## src/pkg/pin_mux_defines.vh

```
// Overview of operation
// - Port 0 carries low address, then low data.
// - Port 1 carries middle address, then high data.
// - Port 2 drives high address byte in bus mode.
// - Port 3 bit 0 drives address latch enable.
// - Port 3 bit 1 drives read strobe.
// - Port 3 bit 2 drives low-byte write strobe.
// - Port 3 bit 3 drives high-byte write strobe.
// - Hold acknowledge on bit 5 after bus release.
// - Port 3 bit 7 outputs the bus clock.
// - Pull-ups on ports 0, 1 only for inputs.
// - Port 4 bits selectable open-drain per bit.
// - Async transmit reaches pin only when enabled.
// - Async clock pin driven only when enabled.
// - Pulse waveforms on port 4 bits 6, 7 when enabled.
// - Serial receive pins are sampled continuously.
// - Clocked channel output pins only when enabled.
`ifndef PIN_MUX_DEFINES_VH
`define PIN_MUX_DEFINES_VH
`define PM_MODE_EXT_BUS   3'h1
`define PM_BIT_ALE        0
`define PM_BIT_RD         1
`define PM_BIT_WR_LOW     2
`define PM_BIT_WR_HIGH    3
`define PM_BIT_HREQ       4
`define PM_BIT_HACK       5
`define PM_BIT_RDY        6
`define PM_BIT_CLK        7
`define PM_BIT_A0_RX      0
`define PM_BIT_A0_TX      1
`define PM_BIT_A0_CLK     2
`define PM_BIT_A1_RX      3
`define PM_BIT_A1_TX      4
`define PM_BIT_A1_CLK     5
`define PM_BIT_PULSE0     6
`define PM_BIT_PULSE1     7
`define PM_BIT_C0_RX      0
`define PM_BIT_C0_TX      1
`define PM_BIT_C0_CLK     2
`define PM_BIT_C1_RX      3
`define PM_RST_BYTE       8'h00
`endif

```

## src/hdl/pin_cell.v

```verilog
`timescale 1ns/1ps
`default_nettype none
// One pad's output stage: function override, open-drain and pull-up gating.
module pin_cell (
  // Clock and reset
  input  wire i_ref_clk,
  input  wire i_srst,
  // Port register side
  input  wire i_port_data,
  input  wire i_port_dir,
  input  wire i_pullup_sel,
  input  wire i_open_drain,
  // Function side
  input  wire i_fn_own,
  input  wire i_fn_data,
  input  wire i_fn_oe,
  // Pad side
  output reg  o_pad_out_ff,
  output reg  o_pad_oe_ff,
  output reg  o_pullup_ff
);
  reg nxt_out;
  reg nxt_oe;

  // The owning function wins over the port registers; release hands back control.
  always @* begin
    nxt_out = i_fn_own ? i_fn_data : i_port_data;
    nxt_oe  = i_fn_own ? i_fn_oe : i_port_dir;
    // Open drain never drives a one; it only lets go of the line.
    if (i_open_drain && nxt_out) begin
      nxt_oe = 1'b0;
    end
  end

  // Registered so every pad signal comes straight from a flip-flop.
  always @(posedge i_ref_clk) begin
    if (i_srst) begin
      o_pad_out_ff <= 1'b0;
      o_pad_oe_ff  <= 1'b0;
      o_pullup_ff  <= 1'b0;
    end else begin
      o_pad_out_ff <= nxt_out;
      o_pad_oe_ff  <= nxt_oe;
      o_pullup_ff  <= i_pullup_sel & ~nxt_oe;
    end
  end
endmodule
`default_nettype wire

```

## src/hdl/port_bus_pin_function_select.v

```verilog
`timescale 1ns/1ps
`default_nettype none
`include "pin_mux_defines.vh"
// Pin-function selection for ports 0 to 5 with external-bus multiplexing.
module port_bus_pin_function_select (
  // Clock, reset, standby and mode pins
  input  wire        i_ref_clk,
  input  wire        i_srst,
  input  wire        i_hw_standby_input,
  input  wire [2:0]  i_mode_select_inputs,
  // Port registers, six ports of eight bits
  input  wire [47:0] i_port_data,
  input  wire [47:0] i_port_dir,
  input  wire [7:0]  i_port0_pullup_select,
  input  wire [7:0]  i_port1_pullup_select,
  input  wire [7:0]  i_port4_open_drain_select,
  // Bus controller
  input  wire [23:0] i_bus_addr,
  input  wire [15:0] i_bus_wdata,
  input  wire        i_bus_addr_phase,
  input  wire        i_bus_data_drive,
  input  wire        i_bus_ale,
  input  wire        i_bus_rd,
  input  wire        i_bus_write_strobe_low_byte,
  input  wire        i_bus_write_strobe_high_byte,
  input  wire        i_bus_released,
  input  wire        i_bus_clk,
  // Peripherals
  input  wire        i_async0_tx,
  input  wire        i_async0_tx_en,
  input  wire        i_async0_clk,
  input  wire        i_async0_clk_en,
  input  wire        i_async1_tx,
  input  wire        i_async1_tx_en,
  input  wire        i_async1_clk,
  input  wire        i_async1_clk_en,
  input  wire [1:0]  i_pulse_out_pair,
  input  wire [1:0]  i_pulse_out_en,
  input  wire        i_clocked0_tx,
  input  wire        i_clocked0_clk,
  input  wire        i_clocked0_en,
  // Pads
  input  wire [47:0] i_pad_in,
  output wire [47:0] o_pad_out,
  output wire [47:0] o_pad_oe,
  output wire [15:0] o_pad_pullup,
  // Decoded inputs back to the core and peripherals
  output reg  [47:0] o_port_read_ff,
  output reg  [15:0] o_bus_rdata_ff,
  output reg         o_hold_request_ff,
  output reg         o_bus_ready_ff,
  output reg         o_ext_bus_mode_ff,
  output reg         o_hw_standby_ff,
  output reg         o_async0_rx_ff,
  output reg         o_async1_rx_ff,
  output reg         o_async0_clk_in_ff,
  output reg         o_async1_clk_in_ff,
  output reg         o_clocked0_rx_ff,
  output reg         o_clocked1_rx_ff
);
  reg  [47:0] fn_own;
  reg  [47:0] fn_data;
  reg  [47:0] fn_oe;
  wire [47:0] pullup_sel;
  wire [47:0] open_drain;
  wire [15:0] pullup_all;
  wire        ext;

  // The mode pins are static straps; a decoded flag is kept current anyway.
  assign ext = (i_mode_select_inputs == `PM_MODE_EXT_BUS);

  // Only ports 0 and 1 have pull-ups; only port 4 has open-drain controls.
  assign pullup_sel = {32'h0000_0000, i_port1_pullup_select, i_port0_pullup_select};
  assign open_drain = {8'h00, i_port4_open_drain_select, 32'h0000_0000};
  assign o_pad_pullup = pullup_all;

  // Per-pin ownership, value and enable from the active functions.
  always @* begin
    fn_own  = 48'h0000_0000_0000;
    fn_data = 48'h0000_0000_0000;
    fn_oe   = 48'h0000_0000_0000;
    if (ext) begin
      // Port 0: low address during the address phase, then low data.
      fn_own[7:0]   = 8'hff;
      fn_data[7:0]  = i_bus_addr_phase ? i_bus_addr[7:0] : i_bus_wdata[7:0];
      fn_oe[7:0]    = {8{i_bus_addr_phase | i_bus_data_drive}} & {8{~i_bus_released}};
      // Port 1: middle address, then high data.
      fn_own[15:8]  = 8'hff;
      fn_data[15:8] = i_bus_addr_phase ? i_bus_addr[15:8] : i_bus_wdata[15:8];
      fn_oe[15:8]   = {8{i_bus_addr_phase | i_bus_data_drive}} & {8{~i_bus_released}};
      // Port 2: high address byte, floated while the bus is handed over.
      fn_own[23:16]  = 8'hff;
      fn_data[23:16] = i_bus_addr[23:16];
      fn_oe[23:16]   = {8{~i_bus_released}};
      // Port 3: strobes, hold handshake, ready and clock.
      fn_own[31:24] = 8'hff;
      fn_data[24 + `PM_BIT_ALE] = i_bus_ale;
      fn_data[24 + `PM_BIT_RD]  = i_bus_rd;
      fn_data[24 + `PM_BIT_WR_LOW]  = i_bus_write_strobe_low_byte;
      fn_data[24 + `PM_BIT_WR_HIGH] = i_bus_write_strobe_high_byte;
      fn_data[24 + `PM_BIT_HACK] = i_bus_released;
      fn_data[24 + `PM_BIT_CLK] = i_bus_clk;
      fn_oe[24 + `PM_BIT_ALE] = ~i_bus_released;
      fn_oe[24 + `PM_BIT_RD]  = ~i_bus_released;
      fn_oe[24 + `PM_BIT_WR_LOW]  = ~i_bus_released;
      fn_oe[24 + `PM_BIT_WR_HIGH] = ~i_bus_released;
      fn_oe[24 + `PM_BIT_HACK] = 1'b1;
      fn_oe[24 + `PM_BIT_CLK] = 1'b1;
      // Hold request and ready stay inputs with no driver.
      fn_oe[24 + `PM_BIT_HREQ] = 1'b0;
      fn_oe[24 + `PM_BIT_RDY]  = 1'b0;
    end
    // Port 4 serial and pulse functions, each gated by its own enable.
    fn_own[32 + `PM_BIT_A0_TX]  = i_async0_tx_en;
    fn_data[32 + `PM_BIT_A0_TX] = i_async0_tx;
    fn_oe[32 + `PM_BIT_A0_TX]   = 1'b1;
    fn_own[32 + `PM_BIT_A1_TX]  = i_async1_tx_en;
    fn_data[32 + `PM_BIT_A1_TX] = i_async1_tx;
    fn_oe[32 + `PM_BIT_A1_TX]   = 1'b1;
    fn_own[32 + `PM_BIT_A0_CLK]  = i_async0_clk_en;
    fn_data[32 + `PM_BIT_A0_CLK] = i_async0_clk;
    fn_oe[32 + `PM_BIT_A0_CLK]   = 1'b1;
    fn_own[32 + `PM_BIT_A1_CLK]  = i_async1_clk_en;
    fn_data[32 + `PM_BIT_A1_CLK] = i_async1_clk;
    fn_oe[32 + `PM_BIT_A1_CLK]   = 1'b1;
    fn_own[32 + `PM_BIT_PULSE0]  = i_pulse_out_en[0];
    fn_data[32 + `PM_BIT_PULSE0] = i_pulse_out_pair[0];
    fn_oe[32 + `PM_BIT_PULSE0]   = 1'b1;
    fn_own[32 + `PM_BIT_PULSE1]  = i_pulse_out_en[1];
    fn_data[32 + `PM_BIT_PULSE1] = i_pulse_out_pair[1];
    fn_oe[32 + `PM_BIT_PULSE1]   = 1'b1;
    // Port 5 clocked channel outputs.
    fn_own[40 + `PM_BIT_C0_TX]  = i_clocked0_en;
    fn_data[40 + `PM_BIT_C0_TX] = i_clocked0_tx;
    fn_oe[40 + `PM_BIT_C0_TX]   = 1'b1;
    fn_own[40 + `PM_BIT_C0_CLK]  = i_clocked0_en;
    fn_data[40 + `PM_BIT_C0_CLK] = i_clocked0_clk;
    fn_oe[40 + `PM_BIT_C0_CLK]   = 1'b1;
    // Hardware standby floats every pad.
    if (i_hw_standby_input) begin
      fn_own = 48'hffff_ffff_ffff;
      fn_oe  = 48'h0000_0000_0000;
    end
  end

  // One output stage per pin.
  genvar g;
  generate
    for (g = 0; g < 48; g = g + 1) begin : g_pin
      if (g < 16) begin : g_pu
        pin_cell u_cell (
          .i_ref_clk    (i_ref_clk),
          .i_srst       (i_srst),
          .i_port_data  (i_port_data[g]),
          .i_port_dir   (i_port_dir[g]),
          .i_pullup_sel (pullup_sel[g]),
          .i_open_drain (open_drain[g]),
          .i_fn_own     (fn_own[g]),
          .i_fn_data    (fn_data[g]),
          .i_fn_oe      (fn_oe[g]),
          .o_pad_out_ff (o_pad_out[g]),
          .o_pad_oe_ff  (o_pad_oe[g]),
          .o_pullup_ff  (pullup_all[g])
        );
      end else begin : g_np
        pin_cell u_cell (
          .i_ref_clk    (i_ref_clk),
          .i_srst       (i_srst),
          .i_port_data  (i_port_data[g]),
          .i_port_dir   (i_port_dir[g]),
          .i_pullup_sel (pullup_sel[g]),
          .i_open_drain (open_drain[g]),
          .i_fn_own     (fn_own[g]),
          .i_fn_data    (fn_data[g]),
          .i_fn_oe      (fn_oe[g]),
          .o_pad_out_ff (o_pad_out[g]),
          .o_pad_oe_ff  (o_pad_oe[g]),
          .o_pullup_ff  ()
        );
      end
    end
  endgenerate

  // Input side: receive pins are sampled every cycle, whatever the port does.
  always @(posedge i_ref_clk) begin
    if (i_srst) begin
      o_port_read_ff     <= 48'h0000_0000_0000;
      o_bus_rdata_ff     <= 16'h0000;
      o_hold_request_ff  <= 1'b0;
      o_bus_ready_ff     <= 1'b0;
      o_ext_bus_mode_ff  <= 1'b0;
      o_hw_standby_ff    <= 1'b0;
      o_async0_rx_ff     <= 1'b0;
      o_async1_rx_ff     <= 1'b0;
      o_async0_clk_in_ff <= 1'b0;
      o_async1_clk_in_ff <= 1'b0;
      o_clocked0_rx_ff   <= 1'b0;
      o_clocked1_rx_ff   <= 1'b0;
    end else begin
      o_port_read_ff     <= i_pad_in;
      o_bus_rdata_ff     <= i_pad_in[15:0];
      o_hold_request_ff  <= ext & i_pad_in[24 + `PM_BIT_HREQ];
      // Ready reads high outside bus mode so no access can stall.
      o_bus_ready_ff     <= ~ext | i_pad_in[24 + `PM_BIT_RDY];
      o_ext_bus_mode_ff  <= ext;
      o_hw_standby_ff    <= i_hw_standby_input;
      o_async0_rx_ff     <= i_pad_in[32 + `PM_BIT_A0_RX];
      o_async1_rx_ff     <= i_pad_in[32 + `PM_BIT_A1_RX];
      o_async0_clk_in_ff <= i_pad_in[32 + `PM_BIT_A0_CLK];
      o_async1_clk_in_ff <= i_pad_in[32 + `PM_BIT_A1_CLK];
      o_clocked0_rx_ff   <= i_pad_in[40 + `PM_BIT_C0_RX];
      o_clocked1_rx_ff   <= i_pad_in[40 + `PM_BIT_C1_RX];
    end
  end
endmodule
`default_nettype wire

```

## config.mk

```make
export PLATFORM = sky130hd
export DESIGN_NAME = port_bus_pin_function_select
export DESIGN_NICKNAME = d
export VERILOG_FILES = /design/src/hdl/pin_cell.v /design/src/hdl/port_bus_pin_function_select.v
export VERILOG_INCLUDE_DIRS = /design/src /design/src/pkg
export SDC_FILE = /design/constraint.sdc
export NUM_CORES = 1
export LEC_CHECK = 0
export ABC_AREA = 1
export BUFFER_PORTS_ARGS = -buffer_cell sky130_fd_sc_hd__buf_2
export CORE_AREA = 2 2 163 165
export CTS_BUF_LIST = sky130_fd_sc_hd__clkbuf_16
export CTS_CLUSTER_DIAMETER = 150
export DETAILED_ROUTE_END_ITERATION = 7
export DIE_AREA = 0 0 165 167
export HOLD_SLACK_MARGIN = 0.08
export PLACE_DENSITY = 0.52
export SLEW_MARGIN = 20
export SYNTH_ARGS = -nofsm -noshare
export SYNTH_HDL_FRONTEND = slang
export SYNTH_SLANG_ARGS = --single-unit
export TNS_END_PERCENT = 10
```

## constraint.sdc

```tcl
create_clock -name i_ref_clk -period 1.14 [get_ports i_ref_clk]
set_input_delay 0.171 -clock i_ref_clk [delete_from_list [all_inputs] [get_ports i_ref_clk]]
set_output_delay 0.171 -clock i_ref_clk [all_outputs]
set_load 0.005 [all_outputs]
```

==> key figures, run 1 <==
STA
  • Slew Limit Fails: 0
  • Final period utilization: 97.77%
  • Hold Slack: roughly 0.11 ns
  • Least-Margin Pin Slew: 0.6004 ns
  • RSZ-0062 raised after global routing: no
  • Setup TNS Final: 0 ns
  • Final worst slack: 0.02537 ns
  • FMAX: 0.8972 GHz
  • Tmin final: around 1.1 ns
  • Final setup fails: 0
  • Hold Violations, Final: 0
  • Slew margin rel.: 59.88%

Setup path
  • Critical path's top delay family: buffers and inverters
  • CP most frequent cell: dlygate4sd3_1
  • Crit path buf inv count: 3
  • Crit Path Category: in2reg
  • Critical path, cell by cell: dlygate4sd3_1 > buf_2 > a21oi_2 > dlygate4sd3_1
  • CP max stage cell: dlygate4sd3_1
  • Startpoint types: input port
  • Worst Path Max Fanout: 2
  • Crit path capture type: register
  • WP data required: 1.50 ns
  • Max incr delay on CP: between 0.5 and 0.6 ns
  • Arr. time, crit path: 1.47 ns

Floorplanning
  • Total die area: 27560 um2
  • Io pins: 423
  • Initial core utilization: between 20% and 30%
  • Core area: 25760 um2
  • Die extent in x: 165 um
  • Die Y: roughly 170 um
  • Cell Rows: 59

Detailed routing
  • Vias per cell: between 3 and 4
  • Drt total wl: 22650 um
  • DRT iter0 DRCs: 278
  • Final ANT Viol Nets: 0
  • DRT Pass-1 Iters: 4
  • DR WL/cell: between 10 and 15 um
  • Residual DRC: 0
  • Via count: 6576

Finish
  • Fin util: just over 40%
  • Fraction of layout cells with a size suffix above 1: 36.61%
  • Area Growth Syn to Fin: 66.78%
  • Multi-input logic area: 1587 um2
  • Fillers: 2557
  • Reg area: 3286 um2
  • Fin nets: between 1500 and 2000
  • Fin area: 10670 um2
  • Ant diodes: 0

Clock network
  • Clock Sink Count: 164
  • CTS buffer count: 17
  • Clock Pin Slew Worst Setup and Hold Paths: ~0.08 ns
  • H-tree lvl count: 4
  • CTS tree: built
  • Root Buffer: clkbuf_16
  • Clock buffer depth: 2
  • Post-CTS setup buffer count: 0

Placed design
  • DP HPWL: 15490 um
  • PortBufs: 422
  • Routability congestion estimate: 0.8573
  • Post-DP Area: 7935 um2
  • Post-Place Setup Slack: -0.5927 ns

Synth
  • Syn Inst Count: 800
  • Nets in the synthesized netlist: 1037
  • Seq/Total Area, Yosys: roughly half
  • Yosys cell types: 21
  • Syn. warnings: 0
  • Yosys reg bits: 164
  • Syn Std Cell Area: between 6000 and 7000 um2
  • Syn avg cell area: between 7 and 8 um2

Power and ir drop
  • Leakage dissipation: 5.947 nW
  • PD cells: around 1300 nW/um2
  • Peak supply drop: 0.7910 mV

Global route
  • Gr usage total: 16.35%
  • First-pass GRT wire length: around 35000 um
  • Grt total ovfl: 0
  • Pin count of the biggest net entering global routing: 37
  • Initial antenna violation count: 0
  • Vias in the first global route: approximately 7000

Outcome
  • Outcome: finished, final reports clean

Min path
  • Worst hold path type: in2reg

Run
  • MaxCap Viol Count: 0
==> cells in the mapped netlist <==
cell      instances  area share (%)
a21oi_1          19             1.5
buf_2            16             1.3
buf_4           140              16
buf_6             2            0.35
clkbuf_1          6            0.35
dfxtp_1         164              51
inv_1            95             5.6
inv_2             2            0.12
nand2_1         176              10
nand2_2           2            0.20
nand2_4           1            0.18
nand3_1          19             1.5
nand3_4           1            0.27
nor2_1          121             7.1
nor2_2            1           0.098
nor2_4            2            0.35
nor2_8            1            0.31
nor3_1            1           0.078
o211ai_1          6            0.70
o21ai_0          24             1.9
or2_1             1           0.098
==> cells in the final DEF, fill, tap and decap left out <==
cell             n
a21oi_1         18
a21oi_2          1
buf_12           4
buf_2          422
buf_4           14
bufinv_16        2
clkbuf_16       17
clkinv_1         1
clkinv_2         3
clkinv_4         1
clkinvlp_4       2
dfxtp_1        162
dfxtp_2          2
dlygate4sd3_1  213
inv_1           96
inv_2            2
inv_6            3
inv_8            2
nand2_1        176
nand2_2          2
nand2_4          1
nand3_1         19
nand3_4          1
nor2_1         121
nor2_2           1
nor2_4           3
nor2_8           1
nor3_1           1
o211ai_1         6
o21ai_0         24
or2_1            1
==> flip-flops by register name, indices dropped and copies added (netlist names) <==
name,flops
g_pin.g_np.u_cell.o_pad_out_ff,32
o_port_read_ff,48
o_ext_bus_mode_ff,1
o_hw_standby_ff,1
o_bus_ready_ff,1
o_hold_request_ff,1
g_pin.g_pu.u_cell.o_pad_out_ff,16
g_pin.g_pu.u_cell.o_pad_oe_ff,16
g_pin.g_pu.u_cell.o_pullup_ff,16
g_pin.g_np.u_cell.o_pad_oe_ff,32
==> cell families after synthesis <==
group | share of synthesized area, %
DFF | 51.34
AOI/OAI and AO/OA | 4.070
and+or+nand+nor | 20.50
buffers and inverters | 24.09
==> power breakdown <==
part           internal [W]  leakage (nW)  total (W)  switching [W]
clock               0.00326         0.286    0.00574        0.00249
sequential          0.00603          1.36    0.00611      0.0000800
combinational       0.00119          4.30    0.00206       0.000871
total                0.0105          5.95     0.0139        0.00344
==> what timing repair did <==
action	4_1_cts	5_1_grt
endpoints found under the hold margin	161	0
pin swaps	1	0
resized for setup	1	3
setup endpoints to repair	5	24
hold buffers	213	0
cloned	1	0
==> routing by layer <==
metal | up-vias | part of all wire, % | track usage [%]
met1 | 2982 | 37 | 16.43
met5 | - | 0 | 0
met2 | 284 | 52 | 30.43
met3 | 54 | 7.2 | 4.857
met4 | 0 | 3.6 | 7.599
li1 | 3256 | - | -
==> final cells by class <==
cell class	count	share of cell area, %
Multi-Input combinational cell	376	14.88
Inverter	97	3.414
Timing Repair Buffer	653	41.53
Clock inverter	15	1.455
Sequential cell	164	30.81
Tap cell	335	3.930
Clock buffer	17	3.989
==> worst paths after layout <==
| check | from | end | slack [ns] | cells past startpoint |
|---|---|---|---|---|
| hold / removal | i_bus_wdata[11] | g_pin[11].g_pu.u_cell.o_pad_out_ff | 0.11 | 5 |
| setup / recovery | i_port_data[35] | g_pin[35].g_np.u_cell.o_pad_oe_ff | 0.03 | 4 |
==> per-stage QoR <==
stage	total power, W	std cells
finish	0.01391	1657
global route	0.01460	1657
CTS	0.01412	1657
detailed placement	0.007693	1411
global placement	0.007676	1411
floorplan	0.007069	800
Power figures use the tool's default switching activity.
==> inputs of run 2 (changes only) <==
--- a/config.mk
+++ b/config.mk
@@ -8,13 +8,13 @@
 export LEC_CHECK = 0
 export ABC_AREA = 1
 export BUFFER_PORTS_ARGS = -buffer_cell sky130_fd_sc_hd__buf_2
-export CORE_AREA = 2 2 163 165
+export CORE_AREA = 4 4 160 162
 export CTS_BUF_LIST = sky130_fd_sc_hd__clkbuf_16
 export CTS_CLUSTER_DIAMETER = 150
 export DETAILED_ROUTE_END_ITERATION = 7
-export DIE_AREA = 0 0 165 167
+export DIE_AREA = 0 0 164 166
 export HOLD_SLACK_MARGIN = 0.08
-export PLACE_DENSITY = 0.52
+export PLACE_DENSITY = 0.55
 export SLEW_MARGIN = 20
 export SYNTH_ARGS = -nofsm -noshare
 export SYNTH_HDL_FRONTEND = slang
==> run 2 against run 1 <==
  * The run now ends with setup timing left
  * First-iteration DRC count down 18%
  * Global-route usage is 0.31 points lower
  * Non-clock buffer count grew 1
  * Critical endpoint is now g_pin[21].g_np.u_cell.o_pad_out_ff
  * Via count down 1.4%
==> key figures, run 2 (same netlist as run 1, synthesis figures left out) <==
Floorplanning
  • Cell Rows: 57 (was 59)
  • Core area: 24110 um2 (was 25760 um2)
  • Io pins: 423 (unchanged)
  • Total die area: 27220 um2 (was 27560 um2)
  • Die Y: 166 um (was 167 um)
  • Die extent in x: 164 um (was 165 um)
  • Initial core utilization: 26.53% (was 24.82%)

Finish
  • Max reg flops: 48 (unchanged)
  • Fin util: 44.66% (was 41.40%)
  • Fillers: 2347 (was 2557)
  • Largest regs: o_port_read_ff x48, g_pin.g_np.u_cell.o_pad_oe_ff x32, g_pin.g_np.u_cell.o_pad_out_ff x32 (unchanged)
  • Area Growth Syn to Fin: 68.34% (was 66.78%)
  • Largest register by flop count: o_port_read_ff (unchanged)
  • Most frequent cells in the layout: 422 x buf_2, 198 x dlygate4sd3_1, 175 x nand2_1 (was 422 x buf_2, 213 x dlygate4sd3_1, 176 x nand2_1)
  • Fraction of layout cells with a size suffix above 1: 36.94% (was 36.61%)
  • Fin nets: 1546 (unchanged)
  • Commonest non-fill, non-tap cell in the layout: buf_2 (unchanged)

Clock network
  • Clock buffer depth: 2 (unchanged)
  • Root Buffer: clkbuf_16 (unchanged)
  • Clock Sink Count: 164 (unchanged)
  • Clock Pin Slew Worst Setup and Hold Paths: 0.07 ns (was 0.08 ns)
  • CTS tree: built (unchanged)
  • CTS buffer count: 17 (unchanged)
  • H-tree lvl count: 4 (unchanged)

Detailed routing
  • Residual DRC: 0 (unchanged)
  • Vias per cell: 3.940 (was 3.969)
  • DR WL/cell: 14.09 um (was 13.67 um)
  • DRT Pass-1 Iters: 4 (unchanged)
  • Final ANT Viol Nets: 0 (unchanged)
  • Via count: 6486 (was 6576)
  • Drt total wl: 23190 um (was 22650 um)
  • DRT iter0 DRCs: 227 (was 278)

Setup path
  • Arr. time, crit path: 1.50 ns (was 1.47 ns)
  • CP max stage cell: dlygate4sd3_1 (unchanged)
  • Crit path capture type: register (unchanged)
  • Max incr delay on CP: 0.55 ns (was 0.54 ns)
  • Critical path's top delay family: buffers and inverters (unchanged)
  • Crit Path Category: in2reg (unchanged)
  • WP data required: 1.44 ns (was 1.50 ns)
  • Startpoint types: input port (unchanged)
  • Worst Path Max Fanout: 1 (was 2)
  • Crit path buf inv count: 3 (unchanged)
  • Critical path, cell by cell: dlygate4sd3_1 > buf_2 > nand2_1 > nand2_1 > dlygate4sd3_1 (was dlygate4sd3_1 > buf_2 > a21oi_2 > dlygate4sd3_1)

Global route
  • Vias in the first global route: 6764 (was 7007)
  • Grt total ovfl: 0 (unchanged)
  • Gr usage total: 16.04% (was 16.35%)
  • Initial antenna violation count: 0 (unchanged)
  • M2 GR Usage: 29.89% (was 30.43%)
  • Gr busiest metal: met2 (unchanged)
  • First-pass GRT wire length: 34510 um (was 34650 um)
  • Met1 usage in global routing: 16.64% (was 16.43%)
  • Met3 usage: 4.418% (was 4.857%)
  • Pin count of the biggest net entering global routing: 74 (was 37)

STA
  • Tmin final: 1.192 ns (was 1.115 ns)
  • Slew Limit Fails: 0 (unchanged)
  • Final worst slack: -0.05241 ns (was 0.02537 ns)
  • Hold Violations, Final: 0 (unchanged)
  • Slew margin rel.: 73.99% (was 59.88%)
  • FMAX: 0.8386 GHz (was 0.8972 GHz)
  • RSZ-0062 raised after global routing: yes (was no)
  • Final period utilization: 104.6% (was 97.77%)
  • Final setup fails: 5 (was 0)
  • Least-Margin Pin Slew: 0.3901 ns (was 0.6004 ns)

Outcome
  • Failing checks: setup timing
  • Outcome: finished, violations left (was finished, final reports clean)

Placed design
  • Routability congestion estimate: 0.8631 (was 0.8573)
  • PortBufs: 422 (unchanged)
  • DP HPWL: 15850 um (was 15490 um)

Power and ir drop
  • Peak supply drop: 0.7061 mV (was 0.7910 mV)
  • Leakage dissipation: 6.160 nW (was 5.947 nW)
  • PD cells: 1324 nW/um2 (was 1304 nW/um2)
  • Pwr Total: 0.01426 W (was 0.01391 W)

Run
  • MaxCap Viol Count: 0 (unchanged)

Min path
  • Worst hold path type: in2reg (unchanged)
[run 2: power by group]
group	internal [W]	switching, W
clock	0.00352	0.00254
combinational	0.00121	0.000872
sequential	0.00603	0.0000806
total	0.0108	0.00349
[run 2: final timing paths]
check / depth (start not counted) / slack [ns] / endpoint / start
min: 5 / 0.11 / g_pin[11].g_pu.u_cell.o_pad_out_ff / i_bus_wdata[11]
max: 5 / -0.05 / g_pin[21].g_np.u_cell.o_pad_out_ff / i_port_data[21]
[run 2: cell type report]
| cell class | instances | area (um2) | share of cell area, % |
|---|---|---|---|
| Sequential cell | 164 | 3283 | 30.50 |
| Inverter | 97 | 364.1 | 3.382 |
| Timing Repair Buffer | 654 | 4514 | 41.93 |
| Clock buffer | 17 | 425.4 | 3.952 |
| Antenna cell | 1 | 2.502 | 0.02325 |
| Multi-Input combinational cell | 375 | 1578 | 14.66 |
| Tap cell | 324 | 405.4 | 3.766 |
| Clock inverter | 14 | 192.7 | 1.790 |
[run 2: per-stage QoR]
step	TNS [ns]	instance area [um2]	hold slack (ns)	cells	worst slack [ns]
final	-0.1228	10770	0.1080	1646	-0.05241
after global routing	-0.1838	10760	0.1041	1645	-0.04761
after CTS	0	10650	0.08006	1639	0.009562
after detailed placement	-0.001869	7939	0.3538	1399	-0.001869
after global placement	0	7939	0.3523	1399	0.002917
after floorplan	0	6395	0.2590	800	0.1405
[run 2: per-layer routing]
layer / part of all wire (%) / wire length (um)
met1: 37 / 8599
met3: 7.2 / 1659
met4: 3.2 / 739
met5: 0 / 0
met2: 53 / 12200
[run 2: what timing repair did]
item,4_1_cts,5_1_grt
endpoints found under the hold margin,162,1
gates resized for setup,0,13
setup buffers,0,4
endpoints found under the setup margin,0,17
hold buffers,209,1
